`config.mk`:
```
export PLATFORM = sky130hd
export DESIGN_NAME = ext_bus_control
export DESIGN_NICKNAME = d
export VERILOG_FILES = /design/src/design/ext_bus_pkg.sv /design/src/design/pin_sync_if.sv /design/src/design/pin_conditioner.sv /design/src/design/ext_bus_control.sv
export VERILOG_INCLUDE_DIRS = /design/src /design/src/design
export SDC_FILE = /design/constraint.sdc
export NUM_CORES = 1
export LEC_CHECK = 0
export BUFFER_PORTS_ARGS = -buffer_cell sky130_fd_sc_hd__clkbuf_2
export CAP_MARGIN = 20
export CORE_MARGIN = 2
export CORE_UTILIZATION = 56
export DETAILED_ROUTE_END_ITERATION = 6
export PLACE_DENSITY = 0.86
export SETUP_SLACK_MARGIN = 0.5
export SYNTH_ARGS = -nofsm -noshare
export SYNTH_HDL_FRONTEND = slang
export SYNTH_SLANG_ARGS = --single-unit
```
`constraint.sdc`:
```
create_clock -name sys_clk -period 12.9 [get_ports sys_clk]
set_input_delay 3.87 -clock sys_clk [delete_from_list [all_inputs] [get_ports sys_clk]]
set_output_delay 3.87 -clock sys_clk [all_outputs]
set_load 0.02 [all_outputs]
```
`src/design/ext_bus_regs.svh`:
```
// register offsets, field positions, reset values and counts of the external bus control block
`ifndef EXT_BUS_REGS_SVH
`define EXT_BUS_REGS_SVH

// ************
// register offsets
// ************
`define OFS_PROC_MODE 5'h00
`define OFS_BUS_CTRL  5'h04
`define OFS_ACC_ADDR  5'h08
`define OFS_ACC_DATA  5'h0c
`define OFS_ACC_CMD   5'h10
`define OFS_STATUS    5'h14

// ************
// field positions
// ************
`define PM_CLKDIS_BIT   0
`define PM_MPMC_BIT     1
`define BC_WS_LSB       0
`define BC_WS_MSB       3
`define BC_OWNER_BIT    4
`define BC_GP3_LVL_BIT  5
`define BC_GP3_DRV_BIT  6
`define BC_TOUT_BIT     7
`define BC_HRDY_BIT     8
`define BC_OSC_TEST_BIT 9
`define BC_WIDTH        10
`define AA_SPACE_LSB    16
`define AA_SPACE_MSB    17
`define AA_DMA_BIT      18
`define CMD_GO_BIT      0
`define CMD_WR_BIT      1
`define ST_BUSY_BIT     0
`define ST_REFUSED_BIT  1

// ************
// reset values and counts
// ************
`define BUS_CTRL_RST   10'h002
`define READY_MIN_WS   4'h2
`define MCLK_DIV_DEF   4
`define MPMC_TABLE_DEF 8'h0f
`define SETTLE_CYCLES  3'h5
`endif

```
`src/design/ext_bus_pkg.sv`:
```
// types shared by the external bus control block
package ext_bus_pkg;
  // external address space of an access
  typedef enum logic [1:0] {
    SPACE_PROG = 2'h0,
    SPACE_DATA = 2'h1,
    SPACE_IO   = 2'h2
  } space_t;
  // external access sequence
  typedef enum {ST_IDLE, ST_SETUP, ST_STROBE, ST_END} acc_state_t;
endpackage

```
`src/design/pin_sync_if.sv`:
```
// raw pin levels in, filtered levels out, between the block and its pin conditioner
`timescale 1ns/1ps
interface pin_sync_if #(parameter int WIDTH = 1);
  logic [WIDTH-1:0] raw;
  logic [WIDTH-1:0] clean;
  modport conditioner (input raw, output clean);
  modport user (output raw, input clean);
endinterface

```
`src/design/pin_conditioner.sv`:
```
// three-flop synchroniser with agreement filter for asynchronous pin inputs
`timescale 1ns/1ps
module pin_conditioner #(
  parameter int WIDTH = 1
) (
  input  wire logic          sys_clk,
  input  wire logic          rst,
  pin_sync_if.conditioner    pins
);
  logic [WIDTH-1:0] stage1;
  logic [WIDTH-1:0] stage2;
  logic [WIDTH-1:0] stage3;

  // ************
  // synchroniser chain
  // ************
  // stage1 may go metastable, so only stage2 looks at it
  always_ff @(posedge sys_clk or posedge rst) begin
    if (rst) begin
      stage1 <= {WIDTH{1'b0}};
      stage2 <= {WIDTH{1'b0}};
      stage3 <= {WIDTH{1'b0}};
    end else begin
      stage1 <= pins.raw;
      stage2 <= stage1;
      stage3 <= stage2;
    end
  end

  // a bit changes only where the second and third flops agree
  always_ff @(posedge sys_clk or posedge rst) begin
    if (rst) begin
      pins.clean <= {WIDTH{1'b0}};
    end else begin
      pins.clean <= (stage2 & stage3) | (pins.clean & (stage2 | stage3));
    end
  end
endmodule

```
`src/design/ext_bus_control.sv`:
```
// external parallel port control: memory/io access sequencing, pin reuse and machine clock output
//
// Local design decisions: the placing of the registers and the Avalon-MM slave port.
`timescale 1ns/1ps
`include "ext_bus_regs.svh"
module ext_bus_control import ext_bus_pkg::*; #(
  parameter int       ADDR_W     = 16,
  parameter int       DATA_W     = 16,
  parameter int       MCLK_DIV   = `MCLK_DIV_DEF,
  parameter bit [7:0] MPMC_TABLE = `MPMC_TABLE_DEF
) (
  input  wire logic              sys_clk,
  input  wire logic              rst,
  input  wire logic [4:0]        address,
  input  wire logic              read,
  input  wire logic              write,
  input  wire logic [31:0]       writedata,
  input  wire logic [3:0]        byteenable,
  output logic      [31:0]       readdata,
  output logic                   waitrequest,
  output logic      [ADDR_W-1:0] ext_addr,
  output logic      [DATA_W-1:0] data_out,
  output logic                   data_oe,
  input  wire logic [DATA_W-1:0] data_in,
  output logic                   rw_out,
  output logic                   rw_oe,
  input  wire logic              rw_in,
  output logic                   io_space_strobe_n_out,
  output logic                   io_space_strobe_n_oe,
  input  wire logic              io_space_strobe_n_in,
  output logic                   program_space_sel_n,
  output logic                   data_space_sel_n,
  output logic                   memory_strobe_n,
  output logic                   space_sel_oe,
  input  wire logic              ready_in,
  output logic                   ready_out,
  output logic                   ready_oe,
  input  wire logic              emu_float_n,
  input  wire logic              port_mode_select,
  input  wire logic              host_mux_mode,
  input  wire logic              subsystem_select,
  input  wire logic              timer_out_a,
  output logic                   host_port_target_b,
  output logic                   machine_clock_out,
  output logic                   machine_clock_oe,
  output logic                   osc_stage_out,
  output logic                   osc_stage_oe
);
  localparam int SYNC_W = DATA_W + 7;
  localparam int DIV_W  = $clog2(MCLK_DIV);
  localparam logic [DIV_W-1:0] PHASE_LAST = DIV_W'(MCLK_DIV - 1);
  localparam logic [DIV_W-1:0] PHASE_RISE = DIV_W'(MCLK_DIV / 2 - 1);

  // ************
  // elaboration checks
  // ************
  if (MCLK_DIV < 2 || (MCLK_DIV % 2) != 0) begin : g_bad_div
    $error("machine clock divider must be even and at least 2");
  end
  if (ADDR_W < 1 || ADDR_W > 16 || DATA_W < 1 || DATA_W > 16) begin : g_bad_width
    $error("address and data widths must lie between 1 and 16");
  end

  // ************
  // pin conditioning
  // ************
  logic [DATA_W-1:0] data_s;
  logic              ready_s;
  logic              host_dir_s;
  logic              gp3_s;
  logic              float_n_s;
  logic              mem_mode_s;
  logic              host_mux_mode_s;
  logic              select_s;
  pin_sync_if #(.WIDTH(SYNC_W)) pin_bus ();

  // all asynchronous pins share one conditioner
  assign pin_bus.raw = {data_in, ready_in, rw_in, io_space_strobe_n_in, emu_float_n,
                        port_mode_select, host_mux_mode, subsystem_select};
  assign {data_s, ready_s, host_dir_s, gp3_s, float_n_s, mem_mode_s, host_mux_mode_s, select_s} = pin_bus.clean;

  pin_conditioner #(.WIDTH(SYNC_W)) u_cond (
    .sys_clk (sys_clk),
    .rst     (rst),
    .pins    (pin_bus)
  );

  // ************
  // register state
  // ************
  logic                   clk_dis;
  logic                   mpmc;
  logic [`BC_WIDTH-1:0]   bus_ctrl;
  logic [ADDR_W-1:0]      acc_addr;
  space_t                 acc_space;
  logic                   acc_dma;
  logic [DATA_W-1:0]      acc_wdata;
  logic [DATA_W-1:0]      acc_rdata;
  logic                   refused;
  logic [2:0]             settle_cnt;
  acc_state_t             acc_state;
  logic [3:0]             wait_cnt;
  logic [3:0]             acc_ws;
  logic                   acc_wr;
  space_t                 pin_space;
  logic [DIV_W-1:0]       phase_cnt;
  logic                   mc_tick;
  logic [31:0]            wmask;
  logic [31:0]            rd_mux;
  logic                   wr_en;
  logic                   go_req;
  logic                   go_ok;
  logic                   ws_ready;
  logic                   active;

  // byte enables become a bit mask for partial writes
  assign wmask  = {{8{byteenable[3]}}, {8{byteenable[2]}}, {8{byteenable[1]}}, {8{byteenable[0]}}};
  assign wr_en  = write & ~waitrequest;
  assign go_req = wr_en && address == `OFS_ACC_CMD && byteenable[0] && writedata[`CMD_GO_BIT];
  // an access is started only when the port is ours and the request is legal
  assign go_ok  = go_req && acc_state == ST_IDLE && mem_mode_s
                  && select_s == bus_ctrl[`BC_OWNER_BIT]
                  && acc_space != 2'h3 && !(acc_dma && acc_space == SPACE_IO);
  assign ws_ready = acc_ws >= `READY_MIN_WS;
  assign active   = acc_state != ST_IDLE;

  // ************
  // avalon slave handshake
  // ************
  // one wait cycle per request gives a registered answer
  always_ff @(posedge sys_clk or posedge rst) begin
    if (rst) begin
      waitrequest <= 1'b1;
    end else if ((read | write) & ~waitrequest) begin
      waitrequest <= 1'b1;
    end else if (read | write) begin
      waitrequest <= 1'b0;
    end
  end

  // read mux; unmapped offsets and the command register read as zero
  always_comb begin
    rd_mux = 32'h0000_0000;
    unique case (address)
      `OFS_PROC_MODE: begin
        rd_mux[`PM_CLKDIS_BIT] = clk_dis;
        rd_mux[`PM_MPMC_BIT]   = mpmc;
      end
      `OFS_BUS_CTRL: rd_mux[`BC_WIDTH-1:0] = bus_ctrl;
      `OFS_ACC_ADDR: begin
        rd_mux[ADDR_W-1:0]                     = acc_addr;
        rd_mux[`AA_SPACE_MSB:`AA_SPACE_LSB]    = acc_space;
        rd_mux[`AA_DMA_BIT]                    = acc_dma;
      end
      `OFS_ACC_DATA: rd_mux[DATA_W-1:0] = acc_rdata;
      `OFS_STATUS: rd_mux[8:0] = {float_n_s, gp3_s, ready_s, host_mux_mode_s, host_dir_s, select_s,
                                  mem_mode_s, refused, active};
      default: rd_mux = 32'h0000_0000;
    endcase
  end

  always_ff @(posedge sys_clk or posedge rst) begin
    if (rst) begin
      readdata <= 32'h0000_0000;
    end else if (read & waitrequest) begin
      readdata <= rd_mux;
    end
  end

  // ************
  // software registers
  // ************
  // mode status: clock disable is writable, mode bit is read only
  always_ff @(posedge sys_clk or posedge rst) begin
    if (rst) begin
      clk_dis <= 1'b0;
    end else if (wr_en && address == `OFS_PROC_MODE && byteenable[0]) begin
      clk_dis <= writedata[`PM_CLKDIS_BIT];
    end
  end

  always_ff @(posedge sys_clk or posedge rst) begin
    if (rst) begin
      bus_ctrl <= `BUS_CTRL_RST;
    end else if (wr_en && address == `OFS_BUS_CTRL) begin
      bus_ctrl <= (bus_ctrl & ~wmask[`BC_WIDTH-1:0]) | (writedata[`BC_WIDTH-1:0] & wmask[`BC_WIDTH-1:0]);
    end
  end

  // access address and space; the pins take their own copy at start
  always_ff @(posedge sys_clk or posedge rst) begin
    if (rst) begin
      acc_addr  <= {ADDR_W{1'b0}};
      acc_space <= SPACE_PROG;
      acc_dma   <= 1'b0;
    end else if (wr_en && address == `OFS_ACC_ADDR) begin
      acc_addr  <= (acc_addr & ~wmask[ADDR_W-1:0]) | (writedata[ADDR_W-1:0] & wmask[ADDR_W-1:0]);
      if (byteenable[2]) begin
        acc_space <= space_t'(writedata[`AA_SPACE_MSB:`AA_SPACE_LSB]);
        acc_dma   <= writedata[`AA_DMA_BIT];
      end
    end
  end

  always_ff @(posedge sys_clk or posedge rst) begin
    if (rst) begin
      acc_wdata <= {DATA_W{1'b0}};
    end else if (wr_en && address == `OFS_ACC_DATA) begin
      acc_wdata <= (acc_wdata & ~wmask[DATA_W-1:0]) | (writedata[DATA_W-1:0] & wmask[DATA_W-1:0]);
    end
  end

  // refusal flag: a new refusal wins over a clear in the same cycle
  always_ff @(posedge sys_clk or posedge rst) begin
    if (rst) begin
      refused <= 1'b0;
    end else if (go_req && !go_ok) begin
      refused <= 1'b1;
    end else if (wr_en && address == `OFS_STATUS && byteenable[0] && writedata[`ST_REFUSED_BIT]) begin
      refused <= 1'b0;
    end
  end

  // ************
  // reset-time mode capture
  // ************
  // pins are read only once the conditioner has filled, never inside the reset
  always_ff @(posedge sys_clk or posedge rst) begin
    if (rst) begin
      settle_cnt <= 3'h0;
      mpmc       <= 1'b0;
    end else if (settle_cnt != `SETTLE_CYCLES) begin
      settle_cnt <= settle_cnt + 3'h1;
      if (settle_cnt == `SETTLE_CYCLES - 3'h1) begin
        mpmc <= MPMC_TABLE[{mem_mode_s, host_mux_mode_s, select_s}];
      end
    end
  end

  // ************
  // machine clock
  // ************
  assign mc_tick = phase_cnt == PHASE_LAST;

  always_ff @(posedge sys_clk or posedge rst) begin
    if (rst) begin
      phase_cnt <= {DIV_W{1'b0}};
    end else if (mc_tick) begin
      phase_cnt <= {DIV_W{1'b0}};
    end else begin
      phase_cnt <= phase_cnt + DIV_W'(1);
    end
  end

  // falls on every cycle boundary; disable freezes it where it stands
  always_ff @(posedge sys_clk or posedge rst) begin
    if (rst) begin
      machine_clock_out <= 1'b0;
    end else if (!clk_dis) begin
      if (mc_tick) begin
        machine_clock_out <= 1'b0;
      end else if (phase_cnt == PHASE_RISE) begin
        machine_clock_out <= 1'b1;
      end
    end
  end

  // clock float and oscillator stage test drive
  always_ff @(posedge sys_clk or posedge rst) begin
    if (rst) begin
      machine_clock_oe <= 1'b0;
      osc_stage_out    <= 1'b0;
      osc_stage_oe     <= 1'b0;
    end else begin
      machine_clock_oe <= float_n_s;
      osc_stage_out    <= machine_clock_out;
      osc_stage_oe     <= bus_ctrl[`BC_OSC_TEST_BIT];
    end
  end

  // ************
  // access sequencer
  // ************
  // leaves idle as soon as the go command is accepted, then steps only on machine cycle boundaries; a switch to host mode abandons the access
  always_ff @(posedge sys_clk or posedge rst) begin
    if (rst) begin
      acc_state <= ST_IDLE;
      wait_cnt  <= 4'h0;
      acc_ws    <= 4'h0;
      acc_wr    <= 1'b0;
    end else if (active && !mem_mode_s) begin
      acc_state <= ST_IDLE;
    end else begin
      unique case (acc_state)
        ST_IDLE: if (go_ok) begin
          acc_state <= ST_SETUP;
          acc_ws    <= bus_ctrl[`BC_WS_MSB:`BC_WS_LSB];
          acc_wr    <= writedata[`CMD_WR_BIT];
        end
        ST_SETUP: if (mc_tick) begin
          acc_state <= ST_STROBE;
          wait_cnt  <= acc_ws;
        end
        ST_STROBE: if (mc_tick) begin
          if (wait_cnt != 4'h0) begin
            wait_cnt <= wait_cnt - 4'h1;
          end else if (!(ws_ready && !ready_s)) begin
            acc_state <= ST_END;
          end
        end
        ST_END: if (mc_tick) begin
          acc_state <= ST_IDLE;
        end
      endcase
    end
  end

  // read data taken on the closing boundary of the strobe
  always_ff @(posedge sys_clk or posedge rst) begin
    if (rst) begin
      acc_rdata <= {DATA_W{1'b0}};
    end else if (acc_state == ST_STROBE && mc_tick && wait_cnt == 4'h0 && !acc_wr
                 && !(ws_ready && !ready_s)) begin
      acc_rdata <= data_s;
    end
  end

  // ************
  // external pins
  // ************
  // address, space and write data latched once per access and held to its end
  always_ff @(posedge sys_clk or posedge rst) begin
    if (rst) begin
      ext_addr  <= {ADDR_W{1'b0}};
      pin_space <= SPACE_PROG;
      data_out  <= {DATA_W{1'b0}};
    end else if (go_ok) begin
      ext_addr  <= acc_addr;
      pin_space <= acc_space;
      data_out  <= acc_wdata;
    end
  end

  // memory-side strobes, selects and direction
  always_ff @(posedge sys_clk or posedge rst) begin
    if (rst) begin
      program_space_sel_n <= 1'b1;
      data_space_sel_n    <= 1'b1;
      memory_strobe_n     <= 1'b1;
      space_sel_oe        <= 1'b0;
      rw_out              <= 1'b1;
      rw_oe               <= 1'b0;
      data_oe             <= 1'b0;
    end else begin
      program_space_sel_n <= !(active && pin_space == SPACE_PROG);
      data_space_sel_n    <= !(active && pin_space == SPACE_DATA);
      memory_strobe_n     <= !(acc_state == ST_STROBE && pin_space != SPACE_IO && mem_mode_s);
      space_sel_oe        <= float_n_s && mem_mode_s;
      rw_out              <= !(active && acc_wr);
      rw_oe               <= float_n_s && mem_mode_s;
      data_oe             <= float_n_s && mem_mode_s && active && acc_wr;
    end
  end

  // io strobe pin: strobe in memory mode, gp pin 3 or timer in host mode
  always_ff @(posedge sys_clk or posedge rst) begin
    if (rst) begin
      io_space_strobe_n_out <= 1'b1;
      io_space_strobe_n_oe  <= 1'b0;
    end else if (mem_mode_s) begin
      io_space_strobe_n_out <= !(acc_state == ST_STROBE && pin_space == SPACE_IO);
      io_space_strobe_n_oe  <= float_n_s;
    end else begin
      io_space_strobe_n_out <= bus_ctrl[`BC_TOUT_BIT] ? timer_out_a : bus_ctrl[`BC_GP3_LVL_BIT];
      io_space_strobe_n_oe  <= float_n_s && (bus_ctrl[`BC_TOUT_BIT] || bus_ctrl[`BC_GP3_DRV_BIT]);
    end
  end

  // ready pin turns into host data ready output in host mode
  always_ff @(posedge sys_clk or posedge rst) begin
    if (rst) begin
      ready_out          <= 1'b0;
      ready_oe           <= 1'b0;
      host_port_target_b <= 1'b0;
    end else begin
      ready_out          <= bus_ctrl[`BC_HRDY_BIT];
      ready_oe           <= !mem_mode_s;
      host_port_target_b <= select_s;
    end
  end
endmodule

```
==> summary.md <==
| Metric | Value |
|---|---|
| Core area | 0.0157 mm^2 |
| Count leader, synth | dfrtp_1 |
| Gate Count Post-Synth | 683 |
| Sequential share of power | 0.509 |
| Mean Syn Cell Area | 13.0 um^2 |
| Fillers | 1099 |
| Die span in y | 130 um |
| DIE AREA | 0.0169 mm^2 |
| Fmax | 177 MHz |
| Pwr Total | 1.74 mW |
| H-tree depth | 1 |
| Clock skew | 12.5 ps |
| Worst flop-to-flop path endpoint | acc_state[1] |
| Synth Warn # | 0 |
| Maximum fanout along the worst path | 12 |
| CTS buffer count | 24 |
| Post-synthesis cell type count | 50 |
| Dpl cell area | 0.00963 mm^2 |
| Finished Layout Cells | 1045 |
| Asr flop ratio synth | 1.00 |
| Leakage dissipation | 5.20 nW |
| Detailed Route Iter0 Violations | 517 |
| CTS tree | done |
| Max Cap Viol | 0 |
| Die X | 130 um |
| Root Buffer | clkbuf_16 |
| Hold Vio Cnt, Final | 0 |
| Critical Path AT | 6040 ps |
| Placed Instances | 999 |
| DRC | 0 |
| Min-delay worst type | register to register |
| Pre-CTS setup slack | 6780 ps |
| P_sw | 445 uW |
| CP max-delay cell | or4b_1 |
| Yosys top cell area share | 0.659 |
| Max Slew Vio Count | 0 |
| Hpwl dp | 11900 um |
| PortBufs | 122 |
| Max_slew headroom | 0.418 |
| Routed vias | 5533 |
| Hold WS | 343 ps |
| GRT Util Overall | 0.215 |
| Pint | 1.30 mW |
| Clk_lat worst skew | 510 ps |
| Status | complete, no violations |
| Final core utilization | 0.664 |
| Worst-case clock buffer depth | 3 |
| Post-route setup slack | 7240 ps |
| Post-synth EDFFs | 0 |
| Share of layout cells above drive strength 1 | 0.290 |
| Top area cells in the synthesized netlist | dfrtp_1 (66%), mux2_2 (7.7%), nand2_1 (6.4%) |
| Vias in the first global route | 5404 |
| Setup violations, final | 0 |
| Initial Utilization | 0.565 |
| Period utilisation layout | 0.439 |
| Total Nets Final | 890 |
| Clock sink count | 241 |
| PwrDens | 167 mW/mm^2 |
| Setup bufs post-CTS | 0 |
| Post-route minimum period | 5660 ps |
| CP Data Required Time | 13280 ps |
| Hold path cells | 0 |
| Syn-to-layout area delta | 17.4% |
| Setup slack, reg-to-reg | 10610 ps |
| Clock power frac | 0.372 |
| Post-synth top cells | dfrtp_1 (234), nand2_1 (151), mux2_2 (61) |
| Io pins | 150 |
| Fin area | 0.0104 mm^2 |
| Slew at the pin closest to its max-slew limit | 871 ps |
| Peak VDD IR | 0.000125 V |
| Synth Flop Type | dfrtp_1 |
| RSZ-0062 raised after global routing | no |
| Diodes inserted | 0 |
| Total gr overflow | 0 |
| Post-DR wirelength/cell | 17.2 um |
| Post-cts sizing count | 0 |
| Gate power share | 0.118 |
| Sequential-to-total area share from yosys stat | 0.680 |
| Clock-pin slew on the worst setup and hold paths | 60 ps |
| Worst Setup End Kind | register |
| Final TNS setup | 0 ps |
| Sw Share | 0.255 |
| GP Congestion | 0.858 |
| CP startpoint kind | primary input |
| Hold EP | u_cond.stage2[3] |
| WL final | 18000 um |
| Synth area leader | dfrtp_1 |
| Post-synthesis sequential element count | 241 |
| Initial antenna violation count | 0 |
| Critical path's largest stage delay | 770 ps |
| Post-route ant nets | 0 |
| R2R Path Start | acc_state[0] |
| Pin count of the biggest net entering global routing | 158 |
| Critical path cell sequence | clkbuf_2 > or4b_1 > nor2_4 > and3_1 > mux2_2 |
| Rows | 46 |
| Post-DR vias/cell | 5.29 |
| R2R cell count | 7 |
| Crit path kind | primary input to register |
| First-pass GRT wire length | 28100 um |
| Cell area after synthesis | 0.00888 mm^2 |
| Drt pass-1 iters | 6 |
| # hold bufs at CTS | 0 |
| Hold_sp | u_cond.stage1[3] |
layer usage:
| metal | GRT usage | up-vias | wire (um) |
|---|---|---|---|
| met5 | 0 | - | 0 |
| met4 | 0.0645 | 0 | 438 |
| met3 | 0.0500 | 43 | 1430 |
| met2 | 0.352 | 225 | 8640 |
| met1 | 0.289 | 2718 | 7440 |
| li1 | - | 2547 | - |
worst max-delay path by stage:
stage | start | end | slack (ps) | cells past startpoint
3_5_place_dp | address[4] | register | 6780 | 5
5_1_grt | address[4] | register | 7180 | 5
4_1_cts | address[4] | register | 7260 | 5
6_report | address[4] | register | 7240 | 5
2_1_floorplan | rst | asynchronous set/reset pin | 2430 | 1
3_3_place_gp | address[4] | register | 6780 | 5
cell type report:
class	count	area [um^2]	share of cell area
multi-input cells	399	2610	0.250
clock buffers	39	718	0.0688
flip-flops and latches	241	6040	0.579
repair buffers	129	703	0.0674
well taps	216	270	0.0259
inverters	16	67.6	0.00648
clock inverters	5	25.0	0.00240
kinds of logic after synthesis:
family | after synthesis | share of synthesized area
xor+xnor | 3 | 0.00296
mux | 65 | 0.0818
simple gates | 211 | 0.107
flops | 241 | 0.680
buf+inv | 55 | 0.0323
compound gates | 74 | 0.0558
fa+ha+maj | 33 | 0.0400
other cells | 1 | 0.000422
critical path, delay by kind of cell:
| family | cells | cell delay, ps |
|---|---|---|
| buffers and inverters | 1 | 160 |
| muxes | 1 | 380 |
| and+or+nand+nor | 3 | 1610 |
power groups by stage:
stage | clock [mW] | sequential (mW) | combinational (mW)
after floorplan | 0 | 0.892 | 0.143
after detailed placement | 0 | 0.898 | 0.202
after CTS | 0.661 | 0.887 | 0.205
final | 0.650 | 0.889 | 0.206
after global placement | 0 | 0.895 | 0.193
after global routing | 0.693 | 0.896 | 0.229
cells in the final DEF (no fill, tap or decap), types with 5 or more instances in the layout:
cell type  instances
dfrtp_1          234
nand2_1          151
clkbuf_2         122
mux2_2            61
o21ai_0           32
clkbuf_16         25
maj3_1            23
inv_1             15
nor2_1            15
conb_1            13
ha_1              10
clkbuf_1          10
a22o_1             8
a21oi_1            7
a222oi_1           7
dfstp_2            7
a22oi_1            6
and3_1             5
nor3_1             5
nand3_1            5
clkinv_2           5
buf_4              5
(Power assumes the default switching activity.)
